===== src/rtl/jtp_pkg.sv =====
// shared types, constants and code-group helpers for the jitter test patterns
package jtp_pkg;

  // ==========================================================================
  // pattern selection and byte-wide transmit carrier
  typedef enum logic [2:0]
  {
    PAT_HIGH,
    PAT_LOW,
    PAT_MIXED,
    PAT_LONG,
    PAT_SHORT
  } pattern_t;

  typedef struct packed
  {
    logic [7:0] txd;
    logic       tx_en;
    logic       tx_er;
  } gmii_tx_t;

  // ==========================================================================
  // ten-bit code-groups, bit 9 is the first bit on the line
  localparam logic [9:0] CG_D21_5     = 10'h2AA;
  localparam logic [9:0] CG_K28_5_NEG = 10'h0FA;
  localparam logic [9:0] CG_K28_5_POS = 10'h305;
  localparam logic [9:0] CG_K28_7_NEG = 10'h0F8;
  localparam logic [9:0] CG_K28_7_POS = 10'h307;
  localparam logic       RD_RESET     = 1'b0;   // negative disparity

  // ==========================================================================
  // packet framing counts and fixed octets
  localparam logic [7:0] PRE_BYTE     = 8'h55;
  localparam logic [7:0] SFD_BYTE     = 8'hD5;
  localparam int         PRE_OCTETS   = 8;
  localparam int         SEQ_OCTETS   = 12;
  localparam int         LONG_REPS    = 126;
  localparam int         SHORT_REPS   = 29;
  localparam int         CRC_OCTETS   = 4;
  localparam int         GAP_OCTETS   = 12;
  localparam int         ERR_WIDTH    = 16;

  function automatic logic is_random(input pattern_t p);
    return (p == PAT_LONG) || (p == PAT_SHORT);
  endfunction : is_random

  // encoding picked from the current running disparity
  function automatic logic [9:0] cg_for(input pattern_t p, input logic rd_pos);
    case (p)
      PAT_LOW:   return rd_pos ? CG_K28_7_POS : CG_K28_7_NEG;
      PAT_MIXED: return rd_pos ? CG_K28_5_POS : CG_K28_5_NEG;
      default:   return CG_D21_5;
    endcase
  endfunction : cg_for

  // running disparity after one code-group, sub-block by sub-block
  function automatic logic rd_after(input logic [9:0] cg, input logic rd_in);
    logic [2:0] n6;
    logic [2:0] n4;
    logic       rd;
    n6 = 3'h0;
    n4 = 3'h0;
    rd = rd_in;
    for (int i = 4; i < 10; i++) n6 = n6 + 3'(cg[i]);
    for (int i = 0; i < 4; i++) n4 = n4 + 3'(cg[i]);
    if (n6 > 3'h3) rd = 1'b1;
    else if (n6 < 3'h3) rd = 1'b0;
    else if (cg[9:4] == 6'h07) rd = 1'b1;
    else if (cg[9:4] == 6'h38) rd = 1'b0;
    if (n4 > 3'h2) rd = 1'b1;
    else if (n4 < 3'h2) rd = 1'b0;
    else if (cg[3:0] == 4'h3) rd = 1'b1;
    else if (cg[3:0] == 4'hC) rd = 1'b0;
    return rd;
  endfunction : rd_after

  function automatic logic [7:0] seq_octet(input logic [3:0] idx);
    case (idx)
      4'h0:    return 8'hBE;
      4'h1:    return 8'hD7;
      4'h2:    return 8'h23;
      4'h3:    return 8'h47;
      4'h4:    return 8'h6B;
      4'h5:    return 8'h8F;
      4'h6:    return 8'hB3;
      4'h7:    return 8'h14;
      4'h8:    return 8'h5E;
      4'h9:    return 8'hFB;
      4'hA:    return 8'h35;
      default: return 8'h59;
    endcase
  endfunction : seq_octet

  function automatic logic [7:0] crc_octet(input logic lng,
                                           input logic [1:0] idx);
    case (idx)
      2'h0:    return lng ? 8'h94 : 8'h2F;
      2'h1:    return lng ? 8'hD2 : 8'hE0;
      2'h2:    return lng ? 8'h54 : 8'hAA;
      default: return lng ? 8'hAC : 8'hEF;
    endcase
  endfunction : crc_octet

endpackage : jtp_pkg


===== src/rtl/jtp_rx_checker.sv =====
// receive-side checker for the repeated code-group patterns
`timescale 1ns/1ns
`default_nettype none

module jtp_rx_checker #(
  parameter int ERR_W = jtp_pkg::ERR_WIDTH
) (
  input  wire logic              clock,
  input  wire logic              sys_rst,
  input  wire logic              clk_en,
  input  wire logic              check_en,
  input  wire jtp_pkg::pattern_t check_sel,
  input  wire logic [9:0]        rx_cg,
  input  wire logic              rx_cg_valid,
  output var  logic [ERR_W-1:0]  err_count_ff,
  output var  logic              rx_rd_ff
);

  if (ERR_W < 1 || ERR_W > 32)
    $error("jtp_rx_checker: ERR_W out of range");

  logic [9:0] expected;
  logic       mismatch;

  // ==========================================================================
  // expected group from our own copy of the disparity
  assign expected = jtp_pkg::cg_for(check_sel, rx_rd_ff);
  assign mismatch = check_en && rx_cg_valid &&
                    !jtp_pkg::is_random(check_sel) && (rx_cg != expected);

  // disparity follows every valid received group, matching or not, so one bad bit
  // does not leave the checker out of step for the rest of the test
  always_ff @(posedge clock or posedge sys_rst)
  begin
    if (sys_rst)
      rx_rd_ff <= jtp_pkg::RD_RESET;
    else if (clk_en && rx_cg_valid)
      rx_rd_ff <= jtp_pkg::rd_after(rx_cg, rx_rd_ff);
  end

  // error count saturates rather than wrapping to zero
  always_ff @(posedge clock or posedge sys_rst)
  begin
    if (sys_rst)
      err_count_ff <= '0;
    else if (clk_en && mismatch && !(&err_count_ff))
      err_count_ff <= err_count_ff + 1'b1;
  end

endmodule : jtp_rx_checker

`default_nettype wire


===== src/rtl/jitter_test_pattern_gen.sv =====
// transmit jitter test pattern generator with optional receive checker
//
// Behaviour
// - high pattern repeats D21.5 back to back
// - low pattern alternates five ones, five zeros
// - low pattern built from repeated K28.7
// - mixed pattern built from repeated K28.5
// - encoding chosen from current running disparity
// - selected pattern repeats until test ends
// - random packets identical, minimum gap, normally framed
// - random octets presented at byte interface
// - packet starts seven 55 then D5
// - payload repeats fixed twelve-octet sequence
// - long: 126 repetitions then 94 D2 54 AC
// - short: 29 repetitions then 2F E0 AA EF
// - twelve idle octets, enable and error low
// - bit, code-group or frame level allowed
// - receiver may check patterns, report errors
// - checker disparity follows every received group
`timescale 1ns/1ns
`default_nettype none

module jitter_test_pattern_gen #(
  parameter int GAP_LEN = jtp_pkg::GAP_OCTETS,
  parameter int ERR_W   = jtp_pkg::ERR_WIDTH
) (
  input  wire logic              clock,
  input  wire logic              sys_rst,
  input  wire logic              clk_en,
  input  wire logic              run,
  input  wire jtp_pkg::pattern_t pattern_sel,
  output var  jtp_pkg::gmii_tx_t gmii_tx_ff,
  output var  logic [9:0]        tx_cg_ff,
  output var  logic              tx_cg_valid_ff,
  output var  logic              tx_rd_ff,
  output var  logic              active_ff,
  input  wire logic              check_en,
  input  wire logic [9:0]        rx_cg,
  input  wire logic              rx_cg_valid,
  output var  logic [ERR_W-1:0]  rx_err_count_ff,
  output var  logic              rx_rd_ff
);

  // a gap shorter than the minimum would break the random patterns
  if (GAP_LEN < jtp_pkg::GAP_OCTETS || GAP_LEN > 255)
    $error("jitter_test_pattern_gen: GAP_LEN out of range");

  // ==========================================================================
  // sequencer states
  typedef enum logic [2:0]
  {
    ST_STOP,
    ST_CODE,
    ST_PRE,
    ST_DATA,
    ST_CRC,
    ST_GAP
  } gen_state_t;

  localparam logic [7:0] PRE_LAST   = 8'(jtp_pkg::PRE_OCTETS - 1);
  localparam logic [7:0] SEQ_LAST   = 8'(jtp_pkg::SEQ_OCTETS - 1);
  localparam logic [7:0] CRC_LAST   = 8'(jtp_pkg::CRC_OCTETS - 1);
  localparam logic [7:0] GAP_LAST   = 8'(GAP_LEN - 1);
  localparam logic [6:0] LONG_LAST  = 7'(jtp_pkg::LONG_REPS - 1);
  localparam logic [6:0] SHORT_LAST = 7'(jtp_pkg::SHORT_REPS - 1);

  gen_state_t        state_ff;
  gen_state_t        nxt_state;
  jtp_pkg::pattern_t sel_ff;
  jtp_pkg::pattern_t nxt_sel;
  logic [7:0]        oct_ff;
  logic [6:0]        rep_ff;
  logic [6:0]        rep_last;
  logic [9:0]        cur_cg;

  // repetition count depends on packet length only
  assign rep_last = (sel_ff == jtp_pkg::PAT_LONG) ? LONG_LAST
                                                  : SHORT_LAST;

  // ==========================================================================
  // next state: selection is only taken while stopped or at a code-group or packet boundary
  always_comb
  begin
    nxt_state = state_ff;
    nxt_sel   = sel_ff;
    case (state_ff)
      ST_STOP, ST_CODE:
      begin
        // every code-group is a boundary, so a new pick lands next group
        nxt_sel = pattern_sel;
        if (!run)
          nxt_state = ST_STOP;
        else if (jtp_pkg::is_random(pattern_sel))
          nxt_state = ST_PRE;
        else
          nxt_state = ST_CODE;
      end
      ST_PRE:
      begin
        if (oct_ff == PRE_LAST)
          nxt_state = ST_DATA;
      end
      ST_DATA:
      begin
        if (oct_ff == SEQ_LAST && rep_ff == rep_last)
          nxt_state = ST_CRC;
      end
      ST_CRC:
      begin
        if (oct_ff == CRC_LAST)
          nxt_state = ST_GAP;
      end
      ST_GAP:
      begin
        // packet boundary: stop, switch pattern or send the next packet
        if (oct_ff == GAP_LAST)
        begin
          nxt_sel = pattern_sel;
          if (!run)
            nxt_state = ST_STOP;
          else if (jtp_pkg::is_random(pattern_sel))
            nxt_state = ST_PRE;
          else
            nxt_state = ST_CODE;
        end
      end
      default:
        nxt_state = ST_STOP;
    endcase
  end

  // state and latched selection
  always_ff @(posedge clock or posedge sys_rst)
  begin
    if (sys_rst)
    begin
      state_ff <= ST_STOP;
      sel_ff   <= jtp_pkg::PAT_HIGH;
    end
    else if (clk_en)
    begin
      state_ff <= nxt_state;
      sel_ff   <= nxt_sel;
    end
  end

  // ==========================================================================
  // octet counter restarts on each phase, repetition counter per packet
  always_ff @(posedge clock or posedge sys_rst)
  begin
    if (sys_rst)
    begin
      oct_ff <= 8'h00;
      rep_ff <= 7'h00;
    end
    else if (clk_en)
    begin
      if (nxt_state != state_ff)
        oct_ff <= 8'h00;
      else if (state_ff == ST_DATA && oct_ff == SEQ_LAST)
        oct_ff <= 8'h00;
      else
        oct_ff <= oct_ff + 8'h01;
      if (state_ff != ST_DATA)
        rep_ff <= 7'h00;
      else if (oct_ff == SEQ_LAST)
        rep_ff <= rep_ff + 7'h01;
    end
  end

  // ==========================================================================
  // byte-wide output: octets go ahead of the coding sublayer, which adds
  // its own delimiters and idle sets around them
  always_ff @(posedge clock or posedge sys_rst)
  begin
    if (sys_rst)
      gmii_tx_ff <= '0;
    else if (clk_en)
    begin
      gmii_tx_ff.tx_er <= 1'b0;
      case (state_ff)
        ST_PRE:
        begin
          gmii_tx_ff.tx_en <= 1'b1;
          gmii_tx_ff.txd   <= (oct_ff == PRE_LAST) ? jtp_pkg::SFD_BYTE
                                                   : jtp_pkg::PRE_BYTE;
        end
        ST_DATA:
        begin
          gmii_tx_ff.tx_en <= 1'b1;
          gmii_tx_ff.txd   <= jtp_pkg::seq_octet(oct_ff[3:0]);
        end
        ST_CRC:
        begin
          gmii_tx_ff.tx_en <= 1'b1;
          gmii_tx_ff.txd   <= jtp_pkg::crc_octet(
                                sel_ff == jtp_pkg::PAT_LONG,
                                oct_ff[1:0]);
        end
        default:
        begin
          // gap, stop and code-group modes keep the byte side quiet
          gmii_tx_ff.tx_en <= 1'b0;
          gmii_tx_ff.txd   <= 8'h00;
        end
      endcase
    end
  end

  // ==========================================================================
  // code-group output for the three repeated patterns; K28.7 sent back to
  // back at negative disparity gives the five-ones, five-zeros stream
  assign cur_cg = jtp_pkg::cg_for(sel_ff, tx_rd_ff);

  always_ff @(posedge clock or posedge sys_rst)
  begin
    if (sys_rst)
    begin
      tx_cg_ff       <= jtp_pkg::CG_D21_5;
      tx_cg_valid_ff <= 1'b0;
    end
    else if (clk_en)
    begin
      tx_cg_valid_ff <= (state_ff == ST_CODE);
      if (state_ff == ST_CODE)
        tx_cg_ff <= cur_cg;
    end
  end

  // running disparity advances only with groups actually sent
  always_ff @(posedge clock or posedge sys_rst)
  begin
    if (sys_rst)
      tx_rd_ff <= jtp_pkg::RD_RESET;
    else if (clk_en && state_ff == ST_CODE)
      tx_rd_ff <= jtp_pkg::rd_after(cur_cg, tx_rd_ff);
  end

  // busy flag for the controller
  always_ff @(posedge clock or posedge sys_rst)
  begin
    if (sys_rst)
      active_ff <= 1'b0;
    else if (clk_en)
      active_ff <= (state_ff != ST_STOP);
  end

  // ==========================================================================
  // receive checker, compares against the pattern_sel input rather than the latched selection
  jtp_rx_checker #(
    .ERR_W        (ERR_W)
  ) u_checker (
    .clock        (clock),
    .sys_rst      (sys_rst),
    .clk_en       (clk_en),
    .check_en     (check_en),
    .check_sel    (pattern_sel),
    .rx_cg        (rx_cg),
    .rx_cg_valid  (rx_cg_valid),
    .err_count_ff (rx_err_count_ff),
    .rx_rd_ff     (rx_rd_ff)
  );

endmodule : jitter_test_pattern_gen

`default_nettype wire


===== config.mk =====
export PLATFORM = sky130hd
export DESIGN_NAME = jitter_test_pattern_gen
export DESIGN_NICKNAME = d
export VERILOG_FILES = /design/src/rtl/jtp_pkg.sv /design/src/rtl/jtp_rx_checker.sv /design/src/rtl/jitter_test_pattern_gen.sv
export SDC_FILE = /design/constraint.sdc
export NUM_CORES = 1
export LEC_CHECK = 0
export ABC_CLOCK_PERIOD_IN_PS = 2600
export BUFFER_PORTS_ARGS = -buffer_cell sky130_fd_sc_hd__buf_2
export CAP_MARGIN = 20
export CORE_AREA = 2 2 112 103
export DETAILED_ROUTE_END_ITERATION = 12
export DIE_AREA = 0 0 114 105
export GPL_TIMING_DRIVEN = 0
export PLACE_DENSITY_LB_ADDON = 0.1
export SETUP_SLACK_MARGIN = 0.3
export SYNTH_ARGS = -nofsm -noshare
export SYNTH_HDL_FRONTEND = slang
export SYNTH_SLANG_ARGS = --single-unit

===== constraint.sdc =====
create_clock -name clock -period 2.6 [get_ports clock]
set_input_delay 0.26 -clock clock [delete_from_list [all_inputs] [get_ports clock]]
set_output_delay 0.26 -clock clock [all_outputs]
set_load 0.01 [all_outputs]

==> results of run 1 <==
==> area by class of cell <==
cell class,instances,share of cell area [%]
clock buffer,6,3.056
timing repair buffer,71,9.582
clock inverter,2,0.3029
sequential,55,30.42
tap,133,3.662
buffer,23,2.808
inverter,23,2.010
antenna,1,0.05507
multi-input combinational,313,48.10
==> cell usage after synthesis, types with 6 or more instances <==
cell type	number	share of area, %
clkbuf_1	15	1.5
a21oi_1	34	4.6
nand2_1	34	3.4
a31oi_1	6	1.0
nor3_2	8	2.2
nor4_1	6	1.0
nand4_1	11	1.9
nand3_1	19	2.6
o21ai_0	14	1.9
nor2_1	47	4.8
ha_1	16	5.4
xor2_1	21	5.0
buf_4	6	1.2
xnor2_1	6	1.4
inv_1	23	2.3
and3_1	8	1.4
nor3_1	7	0.95
dfrtp_1	52	35
==> layout by cell type (no fill, tap or decap), drive strengths merged, types with 3 or more instances in the layout <==
cell	n
nand3	19
ha	16
nor2b	3
and3	8
nand4	11
mux2	4
nand2	34
buf	79
a31oi	6
nand2b	3
dfstp	3
nor3	15
o21ai	16
inv	24
nor4	9
dfrtp	52
nor2	48
or3	4
a21oi	34
nand3b	4
fa	4
clkbuf	21
xnor2	6
xor2	21
mux2i	4
==> power breakdown <==
part	internal [mW]	leakage, nW	switching [mW]
clock	0.386	0.0773	0.316
sequential	1.09	0.697	0.224
combinational	0.747	1.30	0.940
total	2.22	2.08	1.48
==> cell families (layout without fill, tap and decap cells) <==
| group | after synthesis | after routing | synth area share [%] |
|---|---|---|---|
| simple gates | 175 | 175 | 26.27 |
| compound gates | 82 | 82 | 14.38 |
| flops | 55 | 55 | 37.24 |
| buf+inv | 46 | 125 | 5.672 |
| xor+xnor | 27 | 27 | 6.381 |
| fa+ha+maj | 20 | 20 | 7.562 |
| mux | 8 | 8 | 2.397 |
| other cells | 1 | 2 | 0.1012 |
==> what timing repair did <==
action	CTS	global route
setup endpoints to repair	20	24
resized for setup	7	24
pin swaps	5	10
hold buffers	0	0
setup buffers	4	9
gates cloned	0	0
==> flip-flops by register name, summed over array words and instances, names as in the netlist <==
register / cells
gmii_tx_ff: 9
rep_ff: 7
tx_cg_ff: 5
u_checker.err_count_ff: 16
tx_rd_ff: 1
u_checker.rx_rd_ff: 1
oct_ff: 8
state_ff: 3
tx_cg_valid_ff: 1
sel_ff: 3
active_ff: 1
==> worst reg2reg max path, cell delays in order (launching register included) <==
cell       delay (ps)
dfrtp_1           480
or3b_1            410
a21oi_1           180
xnor2_1           180
a2111oi_4          70
buf_4             180
buf_6             160
nor4_2            320
xor2_1            170
==> layer usage <==
layer  up-vias  part of all wire [%]  track usage (%)
met4         0                  0.48            2.613
met2        72                    44            23.89
met3         5                   5.2            3.190
met1      1566                    50            25.52
li1       1617                     -                -
met5         -                     0                0
==> worst max-delay path by stage <==
stage	to	slack [ps]	from	cells after the start
final	u_checker.rx_rd_ff	250	rx_cg[4]	10
after global routing	u_checker.rx_rd_ff	200	rx_cg[4]	10
after CTS	u_checker.rx_rd_ff	260	rx_cg[4]	10
after detailed placement	u_checker.rx_rd_ff	-140	rx_cg[4]	10
after global placement	u_checker.rx_rd_ff	-100	rx_cg[4]	10
after floorplan	u_checker.rx_rd_ff	270	rx_cg[4]	9
==> stage by stage <==
step / utilization, % / area (um2)
after floorplan: - / 3709
after global placement: 38.81 / 4160
after detailed placement: 38.99 / 4180
after CTS: 40.98 / 4393
after global routing: 42.37 / 4542
final: 42.39 / 4544
==> metrics.csv, run 1 <==
metric,value,unit
Overall Power,3.698,mW
Setup WS pre-CTS,-136.6,ps
RD Place Congestion,0.8902,
CP Buf/Inv Count,3,
CTS Buffer Depth,2,
Detail Route Antenna Nets,0,
Max-Cap Viols,0,
TritonCTS Buffers,5,
Pwr Density,813.8,nW/um2
multi-input logic area,2186,um2
htree depth,2,
total negative slack,0,ps
vias,3260,
first-pass GRT wire length,15920,um
DP Cell Count,605,
Area Overhead vs Synth,22.62,%
Worst-path clk slew,80,ps
"Cell Chain, Critical Path",buf_8 > inv_4 > ha_4 > inv_2 > fa_1 > fa_2 > fa_1 > o32ai_2 > a21oi_1 > o21ai_1,
clock root buffer,clkbuf_16,
R2R depth,8,
port bufs,57,
Fin. Hold Viols,0,
Die Y,105,um
Syn Nets,453,
"Slew Viols, Final",0,
DR WL/cell,15.15,um
endpoints failing setup,0,
layout cells sized above 1,27.38,%
worst slew pin tran,907.3,ps
Clock Skew,6.014,ps
Max Fanout on Critical Path,3,
initial antenna violation count,1,
post-route insts no fill,627,
Cell Rows,36,
reg2reg start,u_checker.rx_rd_ff,
die area,11970,um2
CP required,2820,ps
crit end category,flip-flop,
unrepaired setup endpoints after global routing,true,
die width,114,um
overall routing resource usage,16.45,%
Post-layout nets,531,
FF/Latch Area,1383,um2
Clock Sink Count,55,
iteration count of the initial detailed-routing pass,7,
max incr delay on CP,480,ps
HP Class,primary input to asynchronous set/reset pin,
Cells after Synth,414,
status,finished clean,
Lkg Pwr,2.076,nW
"Avg Cell Area, Syn",8.952,um2
Synth Cell Area,3706,um2
Fillers,1086,
"FFs w/ async S/R, synth",100.0,%
FMAX,426.1,MHz
hold_ws,29.50,ps
Total Routed Length,9497,um
Synth Register Bits,55,
Core Footprint,10720,um2
worst reg2reg endpoint,u_checker.err_count_ff[5],
r2r setup slk,390,ps
Slew headroom,38.96,%
vias in the first global route,3041,
register area share after synthesis,37.24,%
top-level port count,59,
dominant synthesized flop cell,dfrtp_1,
"Remaining Overflow, GRT",0,
Setup CP Type,primary input to flip-flop,
DP HPWL,7099,um
Crit-path slowest cell,fa_1,
Yosys cell types,67,
Iter 0 DRT Violations,154,
final period utilization,90.25,%
drt via density,5.199,
crit path DAT,2570,ps
Worst-Skew Late Latency,290,ps
CTS tree,built,
Initial Util,34.57,%
largest net degree at the start of global routing,30,
"CP delay by family, top",adder cells,
YS warnings,0,
Worst setup SP type,primary input,
Final WS setup,253.4,ps
cell mode on critical path,fa_1,
Worst VDD drop,0.0003841,V
drt drc,0,
Post-synth EDFFs,0,
fin crit period,2347,ps
No activity file was read; power rests on OpenSTA's default activity.
==> run 2, diff against run 1 <==
--- a/config.mk
+++ b/config.mk
@@ -8,9 +8,9 @@
 export ABC_CLOCK_PERIOD_IN_PS = 2600
 export BUFFER_PORTS_ARGS = -buffer_cell sky130_fd_sc_hd__buf_2
 export CAP_MARGIN = 20
-export CORE_AREA = 2 2 112 103
+export CORE_AREA = 3 3 113 104
 export DETAILED_ROUTE_END_ITERATION = 12
-export DIE_AREA = 0 0 114 105
+export DIE_AREA = 0 0 116 107
 export GPL_TIMING_DRIVEN = 0
 export PLACE_DENSITY_LB_ADDON = 0.1
 export SETUP_SLACK_MARGIN = 0.3
==> metrics.csv, run 2 (synthesized netlist as in run 1, its figures left out) <==
metric,value,unit
Slew headroom,43.85,%
Worst VDD drop,0.0003920,V
r2r setup slk,390,ps
Overall Power,3.886,mW
status,finished clean,
Die Y,107,um
worst reg2reg endpoint,u_checker.err_count_ff[8],
Detail Route Antenna Nets,0,
Cell Rows,36,
vias,3295,
Max-Cap Viols,0,
largest net degree at the start of global routing,32,
iteration count of the initial detailed-routing pass,4,
top-level port count,59,
layout cells sized above 1,28.71,%
R2R depth,7,
DP HPWL,7281,um
Net Sw Frac,39.69,%
initial antenna violation count,1,
Clock power frac,20.1,%
crit path DAT,2490,ps
drt drc,0,
htree depth,2,
Worst-path clk slew,80,ps
reg2reg start,u_checker.err_count_ff[6],
unrepaired setup endpoints after global routing,true,
Worst-Skew Late Latency,300,ps
combinational power share,45.8,%
"Slew Viols, Final",0,
Setup CP Type,primary input to flip-flop,
Area Overhead vs Synth,23.40,%
die area,12410,um2
Fin. Hold Viols,0,
Iter 0 DRT Violations,221,
P_int,2.343,mW
first-pass GRT wire length,16040,um
Clock Sink Count,55,
HP Class,primary input to asynchronous set/reset pin,
Max Fanout on Critical Path,5,
clock root buffer,clkbuf_16,
biggest regs,"u_checker.err_count_ff (16), gmii_tx_ff (9), oct_ff (8)",
CP required,2830,ps
Lkg Pwr,2.106,nW
final period utilization,86.92,%
crit end category,flip-flop,
endpoints failing setup,0,
TritonCTS Buffers,5,
vias in the first global route,3129,
number of flip-flops in the largest register,16,
port bufs,57,
DR WL/cell,15.59,um
final core utilization,42.66,%
Clock Skew,5.602,ps
"commonest non-fill, non-tap cell in the layout",buf_2,
Initial Util,34.57,%
FMAX,442.5,MHz
# hold bufs at CTS,0,
n_diodes,0,
Seq pwr share,34.0,%
largest reg by FF count,u_checker.err_count_ff,
fin crit period,2260,ps
Pwr Density,849.6,nW/um2
Core Footprint,10720,um2
CTS Buffer Depth,2,
overall routing resource usage,16.24,%
die width,116,um
Total Routed Length,9836,um
worst slew pin tran,834.6,ps
CTS tree,built,
RD Place Congestion,0.8983,
drt via density,5.222,
Worst setup SP type,primary input,
most frequent cells in the layout,"buf_2, dfrtp_1, nor2_1",
Psw,1.542,mW
Post-layout nets,536,
"Remaining Overflow, GRT",0,
[run 2: cell types whose count changed in the layout (fill, tap and decap cells not counted), moves of 2 or more]
cell,before,now
inv_1,19,21
ha_1,14,16
dfrtp_1,50,47
inv_4,2,0
buf_8,2,0
buf_4,18,25
dfrtp_2,2,5
[run 2: timing repair]
action	4_1_cts	5_1_grt
endpoints found under the setup margin	19	24
gates resized for setup	7	22
pin swaps	4	8
setup buffers	5	13
[run 2: power groups by stage]
stage	clock [mW]	sequential [mW]	combinational [mW]
global route	0.837	1.36	1.96
floorplan	0	1.36	0.986
CTS	0.806	1.33	1.66
detailed placement	0	1.34	1.51
global placement	0	1.33	1.50
finish	0.782	1.32	1.78
[run 2: layout make-up]
class	instances	area, um2
fill	1064	6147
multi-input combinational	313	2190
sequential	55	1386
timing repair buffer	76	442.9
tap	133	166.4
buffer	23	128.9
clock buffer	5	125.1
inverter	23	90.09
clock inverter	3	43.79
[run 2: metrics by stage]
step	cells	area, um2	TNS [ps]	hold WS, ps	setup slack [ps]
2_1_floorplan	414	3709	0	411.7	267.1
3_3_place_gp	604	4160	-103.0	462.4	-55.28
3_5_place_dp	605	4180	-27.38	360.6	-26.93
4_1_cts	618	4425	0	35.31	304.4
5_1_grt	631	4573	0	64.22	250.1
6_report	631	4573	0	21.36	340.0
[run 2: worst max path at each step]
| stage | startpoint | endpoint |
|---|---|---|
| 4_1_cts | sel_ff[1] | oct_ff[4] |
| 3_3_place_gp | oct_ff[7] | oct_ff[5] |
| 3_5_place_dp | rx_cg[4] | u_checker.rx_rd_ff |
| 2_1_floorplan | rx_cg[4] | u_checker.rx_rd_ff |
| 6_report | rx_cg[4] | u_checker.rx_rd_ff |
| 5_1_grt | rx_cg[4] | u_checker.rx_rd_ff |
[run 2: routing by layer]
metal,track usage (%),part of all wire (%)
met4,4.308,1.1
met1,24.63,51
met3,3.047,4.6
met5,0,0.071
met2,23.50,43
[run 2: worst max-delay path, stage by stage]
cell     delay, ps
buf_2          120
inv_1           50
ha_1           280
inv_1           60
fa_1           420
fa_2           350
fa_1           460
o32ai_2        290
a21oi_1        100
o21ai_1        110
==> run 3, diff against run 2 <==
--- a/config.mk
+++ b/config.mk
@@ -5,12 +5,13 @@
 export SDC_FILE = /design/constraint.sdc
 export NUM_CORES = 1
 export LEC_CHECK = 0
+export ABC_AREA = 1
 export ABC_CLOCK_PERIOD_IN_PS = 2600
 export BUFFER_PORTS_ARGS = -buffer_cell sky130_fd_sc_hd__buf_2
 export CAP_MARGIN = 20
-export CORE_AREA = 3 3 113 104
+export CORE_AREA = 3 3 117 108
 export DETAILED_ROUTE_END_ITERATION = 12
-export DIE_AREA = 0 0 116 107
+export DIE_AREA = 0 0 120 111
 export GPL_TIMING_DRIVEN = 0
 export PLACE_DENSITY_LB_ADDON = 0.1
 export SETUP_SLACK_MARGIN = 0.3
==> metrics.csv, run 3 <==
metric,value,unit
overall routing resource usage,15.76,%
crit end category,flip-flop,
DR WL/cell,13.04,um
fin crit period,2344,ps
TritonCTS Buffers,5,
most frequent cell after synthesis,nand2_1,
commonest cells in the netlist,"nand2_1, inv_1, nand3_1",
Worst setup SP type,primary input,
endpoints failing setup,0,
Setup CP Type,primary input to flip-flop,
Pwr Density,710.9,nW/um2
YS warnings,0,
Clock Skew,13.03,ps
"Remaining Overflow, GRT",0,
cell mode on critical path,o21ai_1,
worst slew pin tran,742.0,ps
die width,120,um
Cells after Synth,545,
post-synthesis compound-gate area fraction,9.011,%
Overall Power,3.330,mW
"Avg Cell Area, Syn",7.312,um2
drt drc,0,
layout cells sized above 1,21.90,%
Die Y,111,um
Synth Register Bits,55,
Max Fanout on Critical Path,3,
vias in the first global route,3468,
"top cells by area, synth","dfrtp_1, nand2_1, nand3_1, inv_1, ha_1",
HP Class,primary input to asynchronous set/reset pin,
"Slew Viols, Final",0,
DP Cell Count,758,
Syn Nets,584,
# hold bufs at CTS,0,
biggest regs,"u_checker.err_count_ff (16), gmii_tx_ff (9), oct_ff (8)",
Detail Route Antenna Nets,0,
mux contribution to synthesized area,0.2826,%
Area Overhead vs Synth,17.55,%
dominant combinational cell family by area after synthesis,simple AND/OR/NAND/NOR gates,
Fin. Hold Viols,0,
drt via density,4.781,
RD Place Congestion,0.8654,
CTS Buffer Depth,2,
Final WS setup,256.3,ps
CP required,2830,ps
Worst-path clk slew,80,ps
n_diodes,0,
max incr delay on CP,450,ps
Yosys cell types,50,
Cell Rows,37,
"commonest non-fill, non-tap cell in the layout",nand2_1,
Crit-path slowest cell,fa_1,
DP HPWL,7780,um
dominant synthesized flop cell,dfrtp_1,
FMAX,426.7,MHz
crit path DAT,2570,ps
CTS tree,built,
port bufs,56,
number of flip-flops in the largest register,16,
Core Footprint,11430,um2
largest net degree at the start of global routing,34,
status,finished clean,
htree depth,2,
initial antenna violation count,0,
Iter 0 DRT Violations,297,
Synth Area in Adders,7.033,%
Initial Util,34.85,%
die area,13320,um2
most frequent cells in the layout,"nand2_1, buf_2, inv_1",
Worst VDD drop,0.0003129,V
unrepaired setup endpoints after global routing,true,
fraction of post-synthesis cell area in the top cell type by area,32.65,%
"CP delay by family, top",adder cells,
top-level port count,59,
Synth Cell Area,3985,um2
Synth Area in Simple Gates,35.38,%
Post-layout nets,650,
final period utilization,90.14,%
clock root buffer,clkbuf_16,
Post-synth EDFFs,0,
largest reg by FF count,u_checker.err_count_ff,
"Cell Chain, Critical Path",buf_6 > inv_2 > ha_4 > inv_1 > fa_1 > fa_2 > fa_1 > nand3b_1 > o21ai_1 > nand2_1 > nand2_1 > o21ai_1 > o21ai_1,
Setup WS pre-CTS,-140.6,ps
"FFs w/ async S/R, synth",100.0,%
post-route insts no fill,768,
"area leader, netlist",dfrtp_1,
register area share after synthesis,34.63,%
iteration count of the initial detailed-routing pass,4,
Total Routed Length,10020,um
total negative slack,0,ps
Clock Sink Count,55,
CP Buf/Inv Count,3,
Slew headroom,50.46,%
Worst-Skew Late Latency,300,ps
xor/xnor share of the synthesized area,4.176,%
Max-Cap Viols,0,
first-pass GRT wire length,17280,um
Lkg Pwr,2.426,nW
vias,3672,
-- run 3: what timing repair did --
action | in CTS | in global routing
endpoints found under the hold margin | 0 | 0
pin swaps | 6 | 5
setup buffers | 0 | 2
resized for setup | 8 | 3
setup endpoints to repair | 1 | 10
-- run 3: power breakdown --
| part | internal (mW) | switching, mW | total (mW) |
|---|---|---|---|
| clock network | 0.362 | 0.338 | 0.700 |
| registers | 1.07 | 0.191 | 1.26 |
| logic | 0.537 | 0.837 | 1.37 |
-- run 3: worst paths after layout --
| kind | start | endpoint | slack [ps] | cells past startpoint |
|---|---|---|---|---|
| max | rx_cg[4] | u_checker.rx_rd_ff | 260 | 13 |
| min | sys_rst | u_checker.err_count_ff[2] | 80 | 2 |
| max reg2reg | oct_ff[1] | oct_ff[5] | 550 | 11 |
| min reg2reg | gmii_tx_ff[5] | gmii_tx_ff[5] | 480 | 2 |
| max in group asynchronous | sys_rst | tx_cg_ff[1] | 1870 | 3 |
| min in group clock | clk_en | active_ff | 320 | 3 |
-- run 3: layer usage --
layer | share of wire, % | GRT usage [%] | vias up
met5 | 0 | 0 | -
li1 | - | - | 1892
met4 | 0.89 | 3.664 | 0
met3 | 5.6 | 3.112 | 8
met2 | 40 | 21.95 | 103
met1 | 53 | 24.74 | 1669
-- run 3: area by class of cell --
type	instances	area [um2]
sequential	55	1383
timing repair buffer	59	327.8
fill	1179	6750
tap	156	195.2
clock inverter	3	22.52
multi-input combinational	406	2257
inverter	67	254.0
buffer	17	120.1
clock buffer	5	125.1
-- run 3: worst register-to-register path, delay by kind of cell, from the launching register on --
family | cells | cell delay, ps
flops | 1 | 450
simple gates | 9 | 1110
buf+inv | 1 | 210
fa+ha+maj | 1 | 160
-- run 3: kinds of logic after synthesis --
kind of cell,count (synthesis)
and+or+nand+nor,302
buffers and inverters,84
AOI/OAI and AO/OA,63
DFF,55
adders and majority gates,20
xor gates and xnor gates,19
other,1
muxes,1
-- run 3: stage by stage --
stage | cell area (um2) | hold WS [ps] | utilization, %
after floorplan | 3988 | 439.6 | -
after global placement | 4463 | 456.4 | 39.03
after detailed placement | 4483 | 437.3 | 39.21
after CTS | 4661 | 104.6 | 40.76
after global routing | 4684 | 146.3 | 40.97
final | 4684 | 75.57 | 40.97
